### config.mk
export PLATFORM = sky130hd
export DESIGN_NAME = lcd_output_format_control
export DESIGN_NICKNAME = d
export VERILOG_FILES = /design/src/lcd_output_format_control.v /design/src/lcd_csc.v
export VERILOG_INCLUDE_DIRS = /design/src
export SDC_FILE = /design/constraint.sdc
export NUM_CORES = 2
export LEC_CHECK = 0
export BUFFER_PORTS_ARGS = -buffer_cell sky130_fd_sc_hd__buf_2
export CAP_MARGIN = 10
export CORE_AREA = 10 10 348 350
export DETAILED_ROUTE_END_ITERATION = 10
export DIE_AREA = 0 0 358 360
export PLACE_DENSITY = 0.49
export SLEW_MARGIN = 20
export SYNTH_ARGS = -nofsm -noshare
export SYNTH_HDL_FRONTEND = slang
export SYNTH_HIERARCHICAL = 1
export SYNTH_SLANG_ARGS = --single-unit
### constraint.sdc
create_clock -name sys_clk_i -period 10.8 [get_ports sys_clk_i]
set_clock_uncertainty 0.1 [all_clocks]
set_input_delay 2.16 -clock sys_clk_i [delete_from_list [all_inputs] [get_ports sys_clk_i]]
set_output_delay 2.16 -clock sys_clk_i [all_outputs]
set_load 0.01 [all_outputs]
### src/lcd_out_defines.vh
// Offsets, field positions, reset values and encodings of the LCD output stage
`ifndef LCD_OUT_DEFINES_VH
`define LCD_OUT_DEFINES_VH
`define REG_CTRL_ZERO 8'h1C
`define REG_CTRL_ONE 8'h20
`define REG_DEFLICKER 8'h18
`define CTRL_ZERO_RESET 32'h00000000
`define CTRL_ONE_RESET 32'h01000000
`define DEFLICKER_RESET 32'h00000000
`define CTRL_ZERO_MASK 32'h000003FF
`define BIT_DCLK_INV 7
`define BIT_DEN_INV 6
`define BIT_VS_POL 5
`define BIT_HS_POL 4
`define BIT_L0Y_UP 31
`define BIT_L0Y_DN 30
`define BIT_L0C_UP 29
`define BIT_L0C_DN 28
`define BIT_L1_UP 27
`define BIT_L1_DN 26
`define BIT_BLACK 25
`define BIT_BLANK 24
`define CSC_MPEG 2'h0
`define CSC_JPEG 2'h1
`define CSC_HDTV 2'h2
`define CSC_BYPASS 2'h3
`define FMT_P888 4'h0
`define FMT_P666 4'h1
`define FMT_P565 4'h2
`define FMT_S2X16 4'h4
`define FMT_656 4'h6
`define FMT_S3X8 4'h8
`define FMT_S3X8D 4'hC
`endif

### src/lcd_output_format_control.v
// Contract
// - Two-bit field picks YCbCr-to-RGB matrix or bypass; bypass suits ITU-656.
// - RGB layer data is converted to YCbCr when YCbCr output is used.
// - Control bit 7 inverts the dot clock pin.
// - Control bit 6: data enable active high at 0, low at 1.
// - Control bit 5: vsync active low at 0, high at 1.
// - Control bit 4: hsync active low at 0, high at 1.
// - Format 0000: 24 parallel bits, red top byte.
// - Format 0001: six-bit RGB packed, upper bits zero.
// - Format 0010: RGB565 packed, upper eight bits zero.
// - Format 0100: green-blue word then red byte, upper lines zero.
// - Format 1000: blue, green, red bytes on low eight lines.
// - Format 1100: blue, green, red bytes then one dummy transfer.
// - Bit 31 enables layer zero luma/RGB upscale start offset.
// - Bit 30 enables layer zero luma/RGB downscale start offset.
// - Bit 29 enables layer zero chroma upscale start offset.
// - Bit 28 enables layer zero chroma downscale start offset.
// - Bit 27 enables layer one upscale start offset.
// - Bit 26 enables layer one downscale start offset.
// - Bit 25 forces pixel data black, sync timing kept.
// - Bit 24 blanks syncs and data enable; set after reset.
// - Offsets are eight-bit fractions of a line, value over 0x100.
//
// Strobed register access is this design's own decision.
`timescale 1ns/1ps
`include "lcd_out_defines.vh"
module lcd_output_format_control (
    input wire sys_clk_i,
    input wire rst_n_i,
    input wire [7:0] addr_i,
    input wire [31:0] wdata_i,
    input wire wr_i,
    input wire rd_i,
    output reg [31:0] rdata_o,
    input wire pix_clk_i,
    input wire [23:0] pix_i,
    input wire pix_valid_i,
    input wire pix_is_rgb_i,
    input wire layer_cover_i,
    input wire hsync_i,
    input wire vsync_i,
    input wire den_i,
    output reg [23:0] lcd_data_o,
    output reg lcd_dclk_o,
    output reg lcd_hsync_o,
    output reg lcd_vsync_o,
    output reg lcd_den_o,
    output reg [7:0] l0y_up_ofs_o,
    output reg [7:0] l0y_dn_ofs_o,
    output reg [7:0] l0c_up_ofs_o,
    output reg [7:0] l0c_dn_ofs_o,
    output reg [7:0] l1_up_ofs_o,
    output reg [7:0] l1_dn_ofs_o
);
    reg [31:0] ctrl0_q;
    reg [31:0] ctrl1_q;
    reg [31:0] defl_q;
    reg [2:0] clk_sync_q;
    reg [1:0] beat_q;
    reg [23:0] cur_q;
    wire [23:0] csc_pix;
    wire [3:0] fmt = ctrl0_q[3:0];
    wire [1:0] csc = ctrl0_q[9:8];
    wire pclk_s = clk_sync_q[1];
    wire rise = pclk_s & ~clk_sync_q[2];
    wire ycc_out = (fmt == `FMT_656);
    // Registers
    always @(posedge sys_clk_i) begin
        if (!rst_n_i) begin
            ctrl0_q <= `CTRL_ZERO_RESET;
            // Blank set after reset
            // blank reset value
            ctrl1_q <= `CTRL_ONE_RESET;
            defl_q <= `DEFLICKER_RESET;
            rdata_o <= 32'h00000000;
        end else begin
            if (wr_i && addr_i == `REG_CTRL_ZERO)
                ctrl0_q <= wdata_i & `CTRL_ZERO_MASK;
            if (wr_i && addr_i == `REG_CTRL_ONE)
                ctrl1_q <= wdata_i;
            if (wr_i && addr_i == `REG_DEFLICKER)
                defl_q <= wdata_i;
            rdata_o <= 32'h00000000;
            if (rd_i) begin
                case (addr_i)
                `REG_CTRL_ZERO: rdata_o <= ctrl0_q;
                `REG_CTRL_ONE: rdata_o <= ctrl1_q;
                `REG_DEFLICKER: rdata_o <= defl_q;
                default: rdata_o <= 32'h00000000;
                endcase
            end
        end
    end
    always @(posedge sys_clk_i) begin
        if (!rst_n_i) begin
            l0y_up_ofs_o <= 8'h00;
            l0y_dn_ofs_o <= 8'h00;
            l0c_up_ofs_o <= 8'h00;
            l0c_dn_ofs_o <= 8'h00;
            l1_up_ofs_o <= 8'h00;
            l1_dn_ofs_o <= 8'h00;
        end else begin
            l0y_up_ofs_o <= ctrl1_q[`BIT_L0Y_UP] ? defl_q[15:8] : 8'h00;
            l0y_dn_ofs_o <= ctrl1_q[`BIT_L0Y_DN] ? defl_q[7:0] : 8'h00;
            l0c_up_ofs_o <= ctrl1_q[`BIT_L0C_UP] ? defl_q[15:8] : 8'h00;
            l0c_dn_ofs_o <= ctrl1_q[`BIT_L0C_DN] ? defl_q[7:0] : 8'h00;
            l1_up_ofs_o <= ctrl1_q[`BIT_L1_UP] ? defl_q[31:24] : 8'h00;
            l1_dn_ofs_o <= ctrl1_q[`BIT_L1_DN] ? defl_q[23:16] : 8'h00;
        end
    end
    // RGB to YCbCr when 656 output
    // RGB layer data must not pass a YCbCr matrix on the way to an RGB bus
    lcd_csc u_csc (
        .sys_clk_i(sys_clk_i),
        .mode_i(pix_is_rgb_i ? `CSC_BYPASS : csc),
        .to_ycc_i(ycc_out & pix_is_rgb_i),
        .pix_i(pix_i),
        .pix_o(csc_pix)
    );
    // Pixel clock comes from another domain; two flops before the edge detector
    always @(posedge sys_clk_i) begin
        if (!rst_n_i) begin
            clk_sync_q <= 3'h0;
        end else begin
            clk_sync_q <= {clk_sync_q[1:0], pix_clk_i};
        end
    end
    // Converter output lags input by one cycle, so sampled one cycle after the edge
    reg rise_d_q;
    reg cover_q;
    always @(posedge sys_clk_i) begin
        if (!rst_n_i) begin
            rise_d_q <= 1'b0;
            cover_q <= 1'b0;
        end else begin
            rise_d_q <= rise;
            cover_q <= layer_cover_i;
        end
    end
    // Output packing, one transfer per rising pixel-clock edge
    always @(posedge sys_clk_i) begin
        if (!rst_n_i) begin
            beat_q <= 2'h0;
            cur_q <= 24'h000000;
            lcd_data_o <= 24'h000000;
            lcd_dclk_o <= 1'b0;
            lcd_hsync_o <= 1'b1;
            lcd_vsync_o <= 1'b1;
            lcd_den_o <= 1'b0;
        end else begin
            lcd_dclk_o <= pclk_s ^ ctrl0_q[`BIT_DCLK_INV];
            if (rise_d_q) begin
                if (ctrl1_q[`BIT_BLANK]) begin
                    lcd_hsync_o <= ~ctrl0_q[`BIT_HS_POL];
                    lcd_vsync_o <= ~ctrl0_q[`BIT_VS_POL];
                    lcd_den_o <= ctrl0_q[`BIT_DEN_INV];
                end else begin
                    lcd_hsync_o <= ~(hsync_i ^ ctrl0_q[`BIT_HS_POL]);
                    lcd_vsync_o <= ~(vsync_i ^ ctrl0_q[`BIT_VS_POL]);
                    lcd_den_o <= den_i ^ ctrl0_q[`BIT_DEN_INV];
                end
                if (beat_q == 2'h0) begin
                    if (ctrl1_q[`BIT_BLACK] || !pix_valid_i)
                        cur_q <= 24'h000000;
                    else if (!cover_q)
                        cur_q <= ctrl1_q[23:0];
                    else
                        cur_q <= csc_pix;
                end
                case (fmt)
                `FMT_P888: begin
                    beat_q <= 2'h0;
                    lcd_data_o <= cur_q;
                end
                `FMT_P666: begin
                    beat_q <= 2'h0;
                    lcd_data_o <= {6'h00, cur_q[23:18], cur_q[15:10], cur_q[7:2]};
                end
                `FMT_P565: begin
                    beat_q <= 2'h0;
                    lcd_data_o <= {8'h00, cur_q[23:19], cur_q[15:10], cur_q[7:3]};
                end
                `FMT_S2X16: begin
                    beat_q <= (beat_q == 2'h0) ? 2'h1 : 2'h0;
                    if (beat_q == 2'h0)
                        lcd_data_o <= {8'h00, cur_q[15:0]};
                    else
                        lcd_data_o <= {16'h0000, cur_q[23:16]};
                end
                `FMT_656: begin
                    beat_q <= 2'h0;
                    lcd_data_o <= {16'h0000, cur_q[23:16]};
                end
                `FMT_S3X8, `FMT_S3X8D: begin
                    if (beat_q == 2'h2 && fmt == `FMT_S3X8)
                        beat_q <= 2'h0;
                    else
                        beat_q <= beat_q + 2'h1;
                    case (beat_q)
                    2'h0: lcd_data_o <= {16'h0000, cur_q[7:0]};
                    2'h1: lcd_data_o <= {16'h0000, cur_q[15:8]};
                    2'h2: lcd_data_o <= {16'h0000, cur_q[23:16]};
                    default: lcd_data_o <= 24'h000000;
                    endcase
                end
                default: begin
                    beat_q <= 2'h0;
                    lcd_data_o <= 24'h000000;
                end
                endcase
            end
        end
    end
endmodule

### src/lcd_csc.v
// Colour-space converter: YCbCr to RGB by matrix, or RGB to YCbCr
`timescale 1ns/1ps
`include "lcd_out_defines.vh"
module lcd_csc (
    input wire sys_clk_i,
    input wire [1:0] mode_i,
    input wire to_ycc_i,
    input wire [23:0] pix_i,
    output reg [23:0] pix_o
);
    // Fixed-point coefficients scaled by 256
    function [7:0] sat;
        input signed [19:0] v;
        begin
            if (v < 0)
                sat = 8'h00;
            else if (v > 20'sd65280)
                sat = 8'hFF;
            else
                sat = v[15:8];
        end
    endfunction
    wire signed [19:0] a = {12'h000, pix_i[23:16]};
    wire signed [19:0] b = {12'h000, pix_i[15:8]};
    wire signed [19:0] c = {12'h000, pix_i[7:0]};
    reg signed [19:0] y;
    reg signed [19:0] u;
    reg signed [19:0] v;
    always @* begin
        y = a;
        u = b - 20'sd128;
        v = c - 20'sd128;
        if (mode_i == `CSC_MPEG)
            y = a - 20'sd16;
    end
    always @(posedge sys_clk_i) begin
        if (to_ycc_i) begin
            pix_o <= {sat(66 * a + 129 * b + 25 * c + 20'sd4096),
                      sat(-38 * a - 74 * b + 112 * c + 20'sd32768),
                      sat(112 * a - 94 * b - 18 * c + 20'sd32768)};
        end else begin
            case (mode_i)
            `CSC_MPEG: begin
                pix_o <= {sat(298 * y + 409 * v), sat(298 * y - 100 * u - 208 * v),
                          sat(298 * y + 516 * u)};
            end
            `CSC_JPEG: begin
                pix_o <= {sat(256 * y + 359 * v), sat(256 * y - 88 * u - 183 * v),
                          sat(256 * y + 454 * u)};
            end
            `CSC_HDTV: begin
                pix_o <= {sat(298 * y + 459 * v), sat(298 * y - 55 * u - 136 * v),
                          sat(298 * y + 541 * u)};
            end
            default: begin
                pix_o <= pix_i;
            end
            endcase
        end
    end
endmodule

Yosys cells after proc, flatten, opt, wreduce, memory -nomap -nowiden
Index checks and enable logic that the tools add are counted.
{ "word_totals": {"input_bits": 75, "register_bits": 237} }
{ "op_classes": {"multipliers": 22, "bitwise_logic": 11, "mux": 40, "n_reduce_logical": 18, "magnitude_cmp": 24, "eq_ne": 13, "n_addsub": 25} }
{ "ops": {"columns": ["cell", "n"], "rows": [
  ["$gt A20 B17 Y1 const B", 12],
  ["$lt A20 B1 Y1 const B", 12],
  ["$mux W8", 24],
  ["$add A20 B20 Y20", 9],
  ["$sub A20 B20 Y20", 9],
  ["$pmux W24 S6", 1],
  ["$pmux W32 S3", 1],
  ["$mux W24", 3],
  ["$pmux W24 S3", 1],
  ["$mul A10 B9 Y19 const A", 3],
  ["$mul A9 B9 Y18 const A", 3],
  ["$mul A6 B9 Y15 const A", 3],
  ["$mul A6 B8 Y14 const A", 3],
  ["$add A20 B17 Y20 const B", 2],
  ["$mul A5 B9 Y14 const A", 2],
  ["$pmux W8 S3", 1],
  ["$mul A3 B8 Y11 const A", 2],
  ["$add A20 B14 Y20 const B", 1],
  ["$mul A11 B9 Y20 const A", 1],
  ["$mul A9 B20 Y19 const A", 1],
  ["$mux W20", 1],
  ["$sub A8 B8 Y9 const B", 2],
  ["$eq A8 B5 Y1 const B", 2],
  ["$mul A7 B9 Y16 const A", 1],
  ["other kinds (26)", 53]
]} }

Longest topological paths before layout
{ "logic_depth": {"word_depth": 11, "mapped_depth": 35, "mapped_depth_nobuf": 34} }

Modules after synthesis
The synthesis kept the hierarchy.
{ "modules_own_cells": {"columns": ["module", "seq_area_each_um2", "area_each_um2", "n_inst", "cells_per_inst"], "rows": [
  ["lcd_csc", 480.5, 31009.7, 1, 3633],
  ["lcd_output_format_control", 4264.1, 8608.3, 1, 878]
]} }

Least setup slack after synthesis
No wires, ideal clock.
{ "synth_path": {"kind": "input port to flip-flop", "start": "input port pix_is_rgb_i", "end": "register u_csc.pix_o[20]", "arrival_time_ns": 10.235, "slack_ns": 0.350, "cell_stages": 30, "n_path_buf": 2, "path_cell_list": "or2_2 -> clkbuf_1 -> nor2_2 -> and3_1 -> clkbuf_1 -> ha_1 -> ha_1 -> inv_1 -> fa_1 -> inv_1 -> fa_1 -> ha_1 -> and2_4 -> o21ai_0 -> nand3b_1 -> xor2_1 -> inv_1 -> fa_1 -> fa_1 -> inv_1 -> ha_1 -> inv_1 -> o21ai_0 -> a211oi_1 -> o41ai_1 -> o21ai_0 -> or2_2 -> or3_1 -> a32o_1 -> o21a_1"} }
{ "synth_via": {"elab_chain_len": 10, "word_cells_on_any_way": 24} }
{ "synth_lines": {"columns": ["element", "line_no", "text"], "rows": [
  ["from (decl)", "lcd_output_format_control.v:38", "input wire pix_is_rgb_i,"],
  ["$mux W2", "lcd_output_format_control.v:115", ".mode_i(pix_is_rgb_i ? `CSC_BYPASS : csc),"],
  ["$logic_not A2 Y1", "lcd_csc.v:42", "case (mode_i)"],
  ["$mux W20", "lcd_csc.v:33", "if (mode_i == `CSC_MPEG)"],
  ["$mul A9 B20 Y19", "lcd_csc.v:44, lcd_csc.v:52", null],
  ["$add A20 B20 Y20, on equally long branches", "lcd_csc.v:52, lcd_csc.v:44", null],
  ["$gt A20 B17 Y1", "lcd_csc.v:17", "else if (v > 20'sd65280)"],
  ["$mux W8", "lcd_csc.v:17", null],
  ["$mux W8", "lcd_csc.v:15", "if (v < 0)"],
  ["$pmux W24 S3", "lcd_csc.v:42", null],
  ["$mux W24 *", "lcd_csc.v:37", "if (to_ycc_i) begin"],
  ["to (signal assigned)", "lcd_csc.v:38", "pix_o <= {sat(66 * a + 129 * b + 25 * c + 20'sd4096),"],
  ["to (signal assigned)", "lcd_csc.v:44", "pix_o <= {sat(298 * y + 409 * v), sat(298 * y - 100 * u - 208 * v),"],
  ["to (signal assigned)", "lcd_csc.v:48", "pix_o <= {sat(256 * y + 359 * v), sat(256 * y - 88 * u - 183 * v),"],
  ["to (decl)", "lcd_csc.v:9", "output reg [23:0] pix_o"]
]} }
Mark *: on every way between the ends. The rest lies on a longest branch, timed or not.
A chain may end at the register's enable or synchronous reset.

Worst setup path after layout
Same ends and word-level chain as after synthesis.

==> results by group <==
GRT
  – Final global-route overflow total: 0
  – First-pass GRT wire length: about 220000 um
  – Antenna violations before repair: 8
  – Largest net degree at the start of global routing: 100
  – Vias in the first global route: 32200
  – Gr usage total: 0.221

Worst setup path
  – CP max FO: 6
  – CP arrival: 10.57 ns
  – Critical Path Max Stage Delay: 0.62 ns
  – Nature of the critical path startpoint: input pin
  – Critical Path Most Common Cell: inv_1
  – Crit end category: register
  – Critical path class: input pin to register
  – CP top delay family: adder cells
  – Worst path bufs/invs: 7
  – Critical Path Slowest Stage Cell: o41ai_1
  – Critical Path RT: 11.14 ns

Synthesis
  – Most frequent cell after synthesis: ha_1
  – Synth Area in Adders: 0.417
  – Distinct cells, synth: 101
  – Dominant cell type by area after synthesis: ha_1
  – Post-synthesis xor/xnor area fraction: 0.0668
  – Syn. warnings: 6
  – Ranking of synthesized cells by area: ha_1, fa_1, dfxtp_1
  – Post-synth ARST share: 0
  – Top cells by instance count after synthesis: ha_1, inv_1, fa_1
  – Syn Inst Count: 4511
  – Mux cell area share after synthesis: 0.0237
  – Largest family of logic cells by synthesized area: adder cells
  – Share of the synthesized area in the top cell type: 0.256
  – Simple-gate area share of the yosys netlist: 0.124
  – Main synth FF type: dfxtp_1
  – Avg Inst Size Synth: 8.78 sq um
  – Post-synthesis compound-gate area fraction: 0.170
  – Register area share after synthesis: 0.120
  – Mapped cell area: 39600 sq um
  – Post-synth EDFFs: 0
  – Syn Nets: approximately 5700
  – Yosys reg bits: 237

Detailed routing
  – Final wirelength: 148000 um
  – DRC: 0
  – DR pass1 iterations: 7
  – DRT iter0 DRCs: 2265
  – Vias per inst: 5.25
  – Vias: between 30000 and 40000
  – Drt wl/cell: between 20 and 25 um
  – Remaining antenna violation count: 0

Floorplan
  – Die width: 358 um
  – Die area: 129000 sq um
  – IO Count: roughly 180
  – Core Area: 114000 sq um
  – Row cnt: 124
  – Die Ht: 360 um
  – Starting density of the core: 0.348

Final layout
  – Area Overhead vs Synth: 10.9%
  – Ratio of cells with drive above 1 in the final layout: 0.105
  – Post-route cell area: 43900 sq um
  – Number of fillers in the final layout: 11700
  – Cell Count, Final, Fillers Out: 6291
  – Final net count: 5960

Clocking
  – Maximum root-to-sink buffer count: 3
  – Post-CTS sizing: 0
  – Root buffer cell: clkbuf_16
  – Clk Latency, worst-skew pair: about 0.56 ns
  – Max H-tree Level: 1
  – CTS sink cnt: 237
  – Post-CTS setup buffer count: 0
  – CTS buffer count: 26
  – Clk slew on worst S/H paths: approximately 0.060 ns
  – Cts-stage hold buffer count: 0
  – CTS tree: done

Timing
  – Slew @ Worst Pin: between 0.9 and 1 ns
  – Final period util: 0.947
  – Final hold vios: 0
  – Slew Limit Fails: 0
  – # setup viols final: 0
  – Maximum clock rate: 97.8 MHz
  – Unrepaired setup endpoints after global routing: no
  – Slew margin rel.: 0.334
  – Min cycle time layout: 10.22 ns
  – Setup_tns: 0 ns

Place
  – Routability Congestion: 0.947
  – Placed cell areas: 43000 sq um
  – I/O Buffers: 182
  – Post-detail-place hpwl: approximately 130000 um
  – Cells after DPL: 6241

Flow run
  – Max Cap Viol: 0

Min path
  – Hold Path Class: register to register

Outcome
  – Status: complete, no violations
==> state kept, by name, indices dropped and copies added (netlist names) <==
signal,count
ctrl1_q,32
defl_q,32
rdata_o,32
cur_q,24
lcd_data_o,24
u_csc/pix_o,24
ctrl0_q,10
l0c_dn_ofs_o,8
l0c_up_ofs_o,8
l0y_dn_ofs_o,8
l0y_up_ofs_o,8
l1_dn_ofs_o,8
l1_up_ofs_o,8
clk_sync_q,3
beat_q,2
cover_q,1
lcd_dclk_o,1
lcd_den_o,1
lcd_hsync_o,1
lcd_vsync_o,1
rise_d_q,1
==> cell type report <==
type,instances,area (sq um),area share
Antenna cell,3,7.51,0.000171
Clock buffer,35,746,0.0170
Clock inverter,12,171,0.00390
Inverter,731,2740,0.0625
Multi-Input combinational cell,3453,31800,0.723
Sequential cell,237,4750,0.108
Tap cell,1512,1890,0.0431
Timing Repair Buffer,308,1860,0.0423
==> worst reg2reg max path: cells and delay by family, from the launching register on <==
kind	cells	cell delay, ns
xor+xnor	2	0.39
compound gates	7	1.91
buf+inv	6	0.80
fa+ha+maj	8	3.34
simple gates	7	1.89
flops	1	0.33
==> metrics by stage <==
stage               setup WS, ns  hold WS (ns)   util
finish                     0.575         0.281  0.386
global route               0.150         0.295  0.386
CTS                        0.689         0.284  0.386
detailed placement         0.130         0.275  0.378
global placement           0.176         0.276  0.378
floorplan                  0.350         0.267      -
==> metal layers <==
metal / routed length, um / GRT usage / up-vias
met3: 6820 / 0.0185 / 180
met5: 0 / 0 / -
li1: - / - / 16000
met2: 69200 / 0.373 / 846
met4: 5440 / 0.0681 / 0
met1: 66400 / 0.296 / 16000
==> worst paths after layout <==
kind | start | end | slack, ns | cells past startpoint
min | clk_sync_q[2]$_SDFF_PN0_ | rise_d_q$_SDFF_PN0_ | 0.28 | 1
max reg2reg | ctrl0_q[9]$_SDFFE_PN0P_ | u_csc/pix_o[20]$_DFF_P_ | 1.94 | 30
max | pix_is_rgb_i | u_csc/pix_o[20]$_DFF_P_ | 0.58 | 31
min reg2reg | clk_sync_q[2]$_SDFF_PN0_ | rise_d_q$_SDFF_PN0_ | 0.28 | 1
==> layout by cell type, fill, tap and decap left out, drive strengths merged, types with 60 or more instances in the layout <==
master    n
xnor2   199
nor3     67
nand3    60
inv     730
a21oi   225
dfxtp   237
fa      318
xor2     98
a22oi    88
o21ai   138
and3     65
nor2b    82
a21boi   79
buf     308
ha      810
a21o     79
nor2    205
nand2   272
==> kinds of logic (layout without fill, tap and decap cells) <==
| family | after synthesis | after routing |
|---|---|---|
| AO/OA/AOI/OAI | 979 | 979 |
| XOR/XNOR | 299 | 299 |
| buffers and inverters | 821 | 1086 |
| flip-flops | 237 | 237 |
| adder cells (fa/ha/maj) | 1130 | 1130 |
| AND/OR/NAND/NOR | 958 | 958 |
| other | 0 | 3 |
| multiplexers | 87 | 87 |
Power is left out: the tool's default activity adds up to more than one toggle a clock period on the data nets, which glitch-free logic cannot reach.
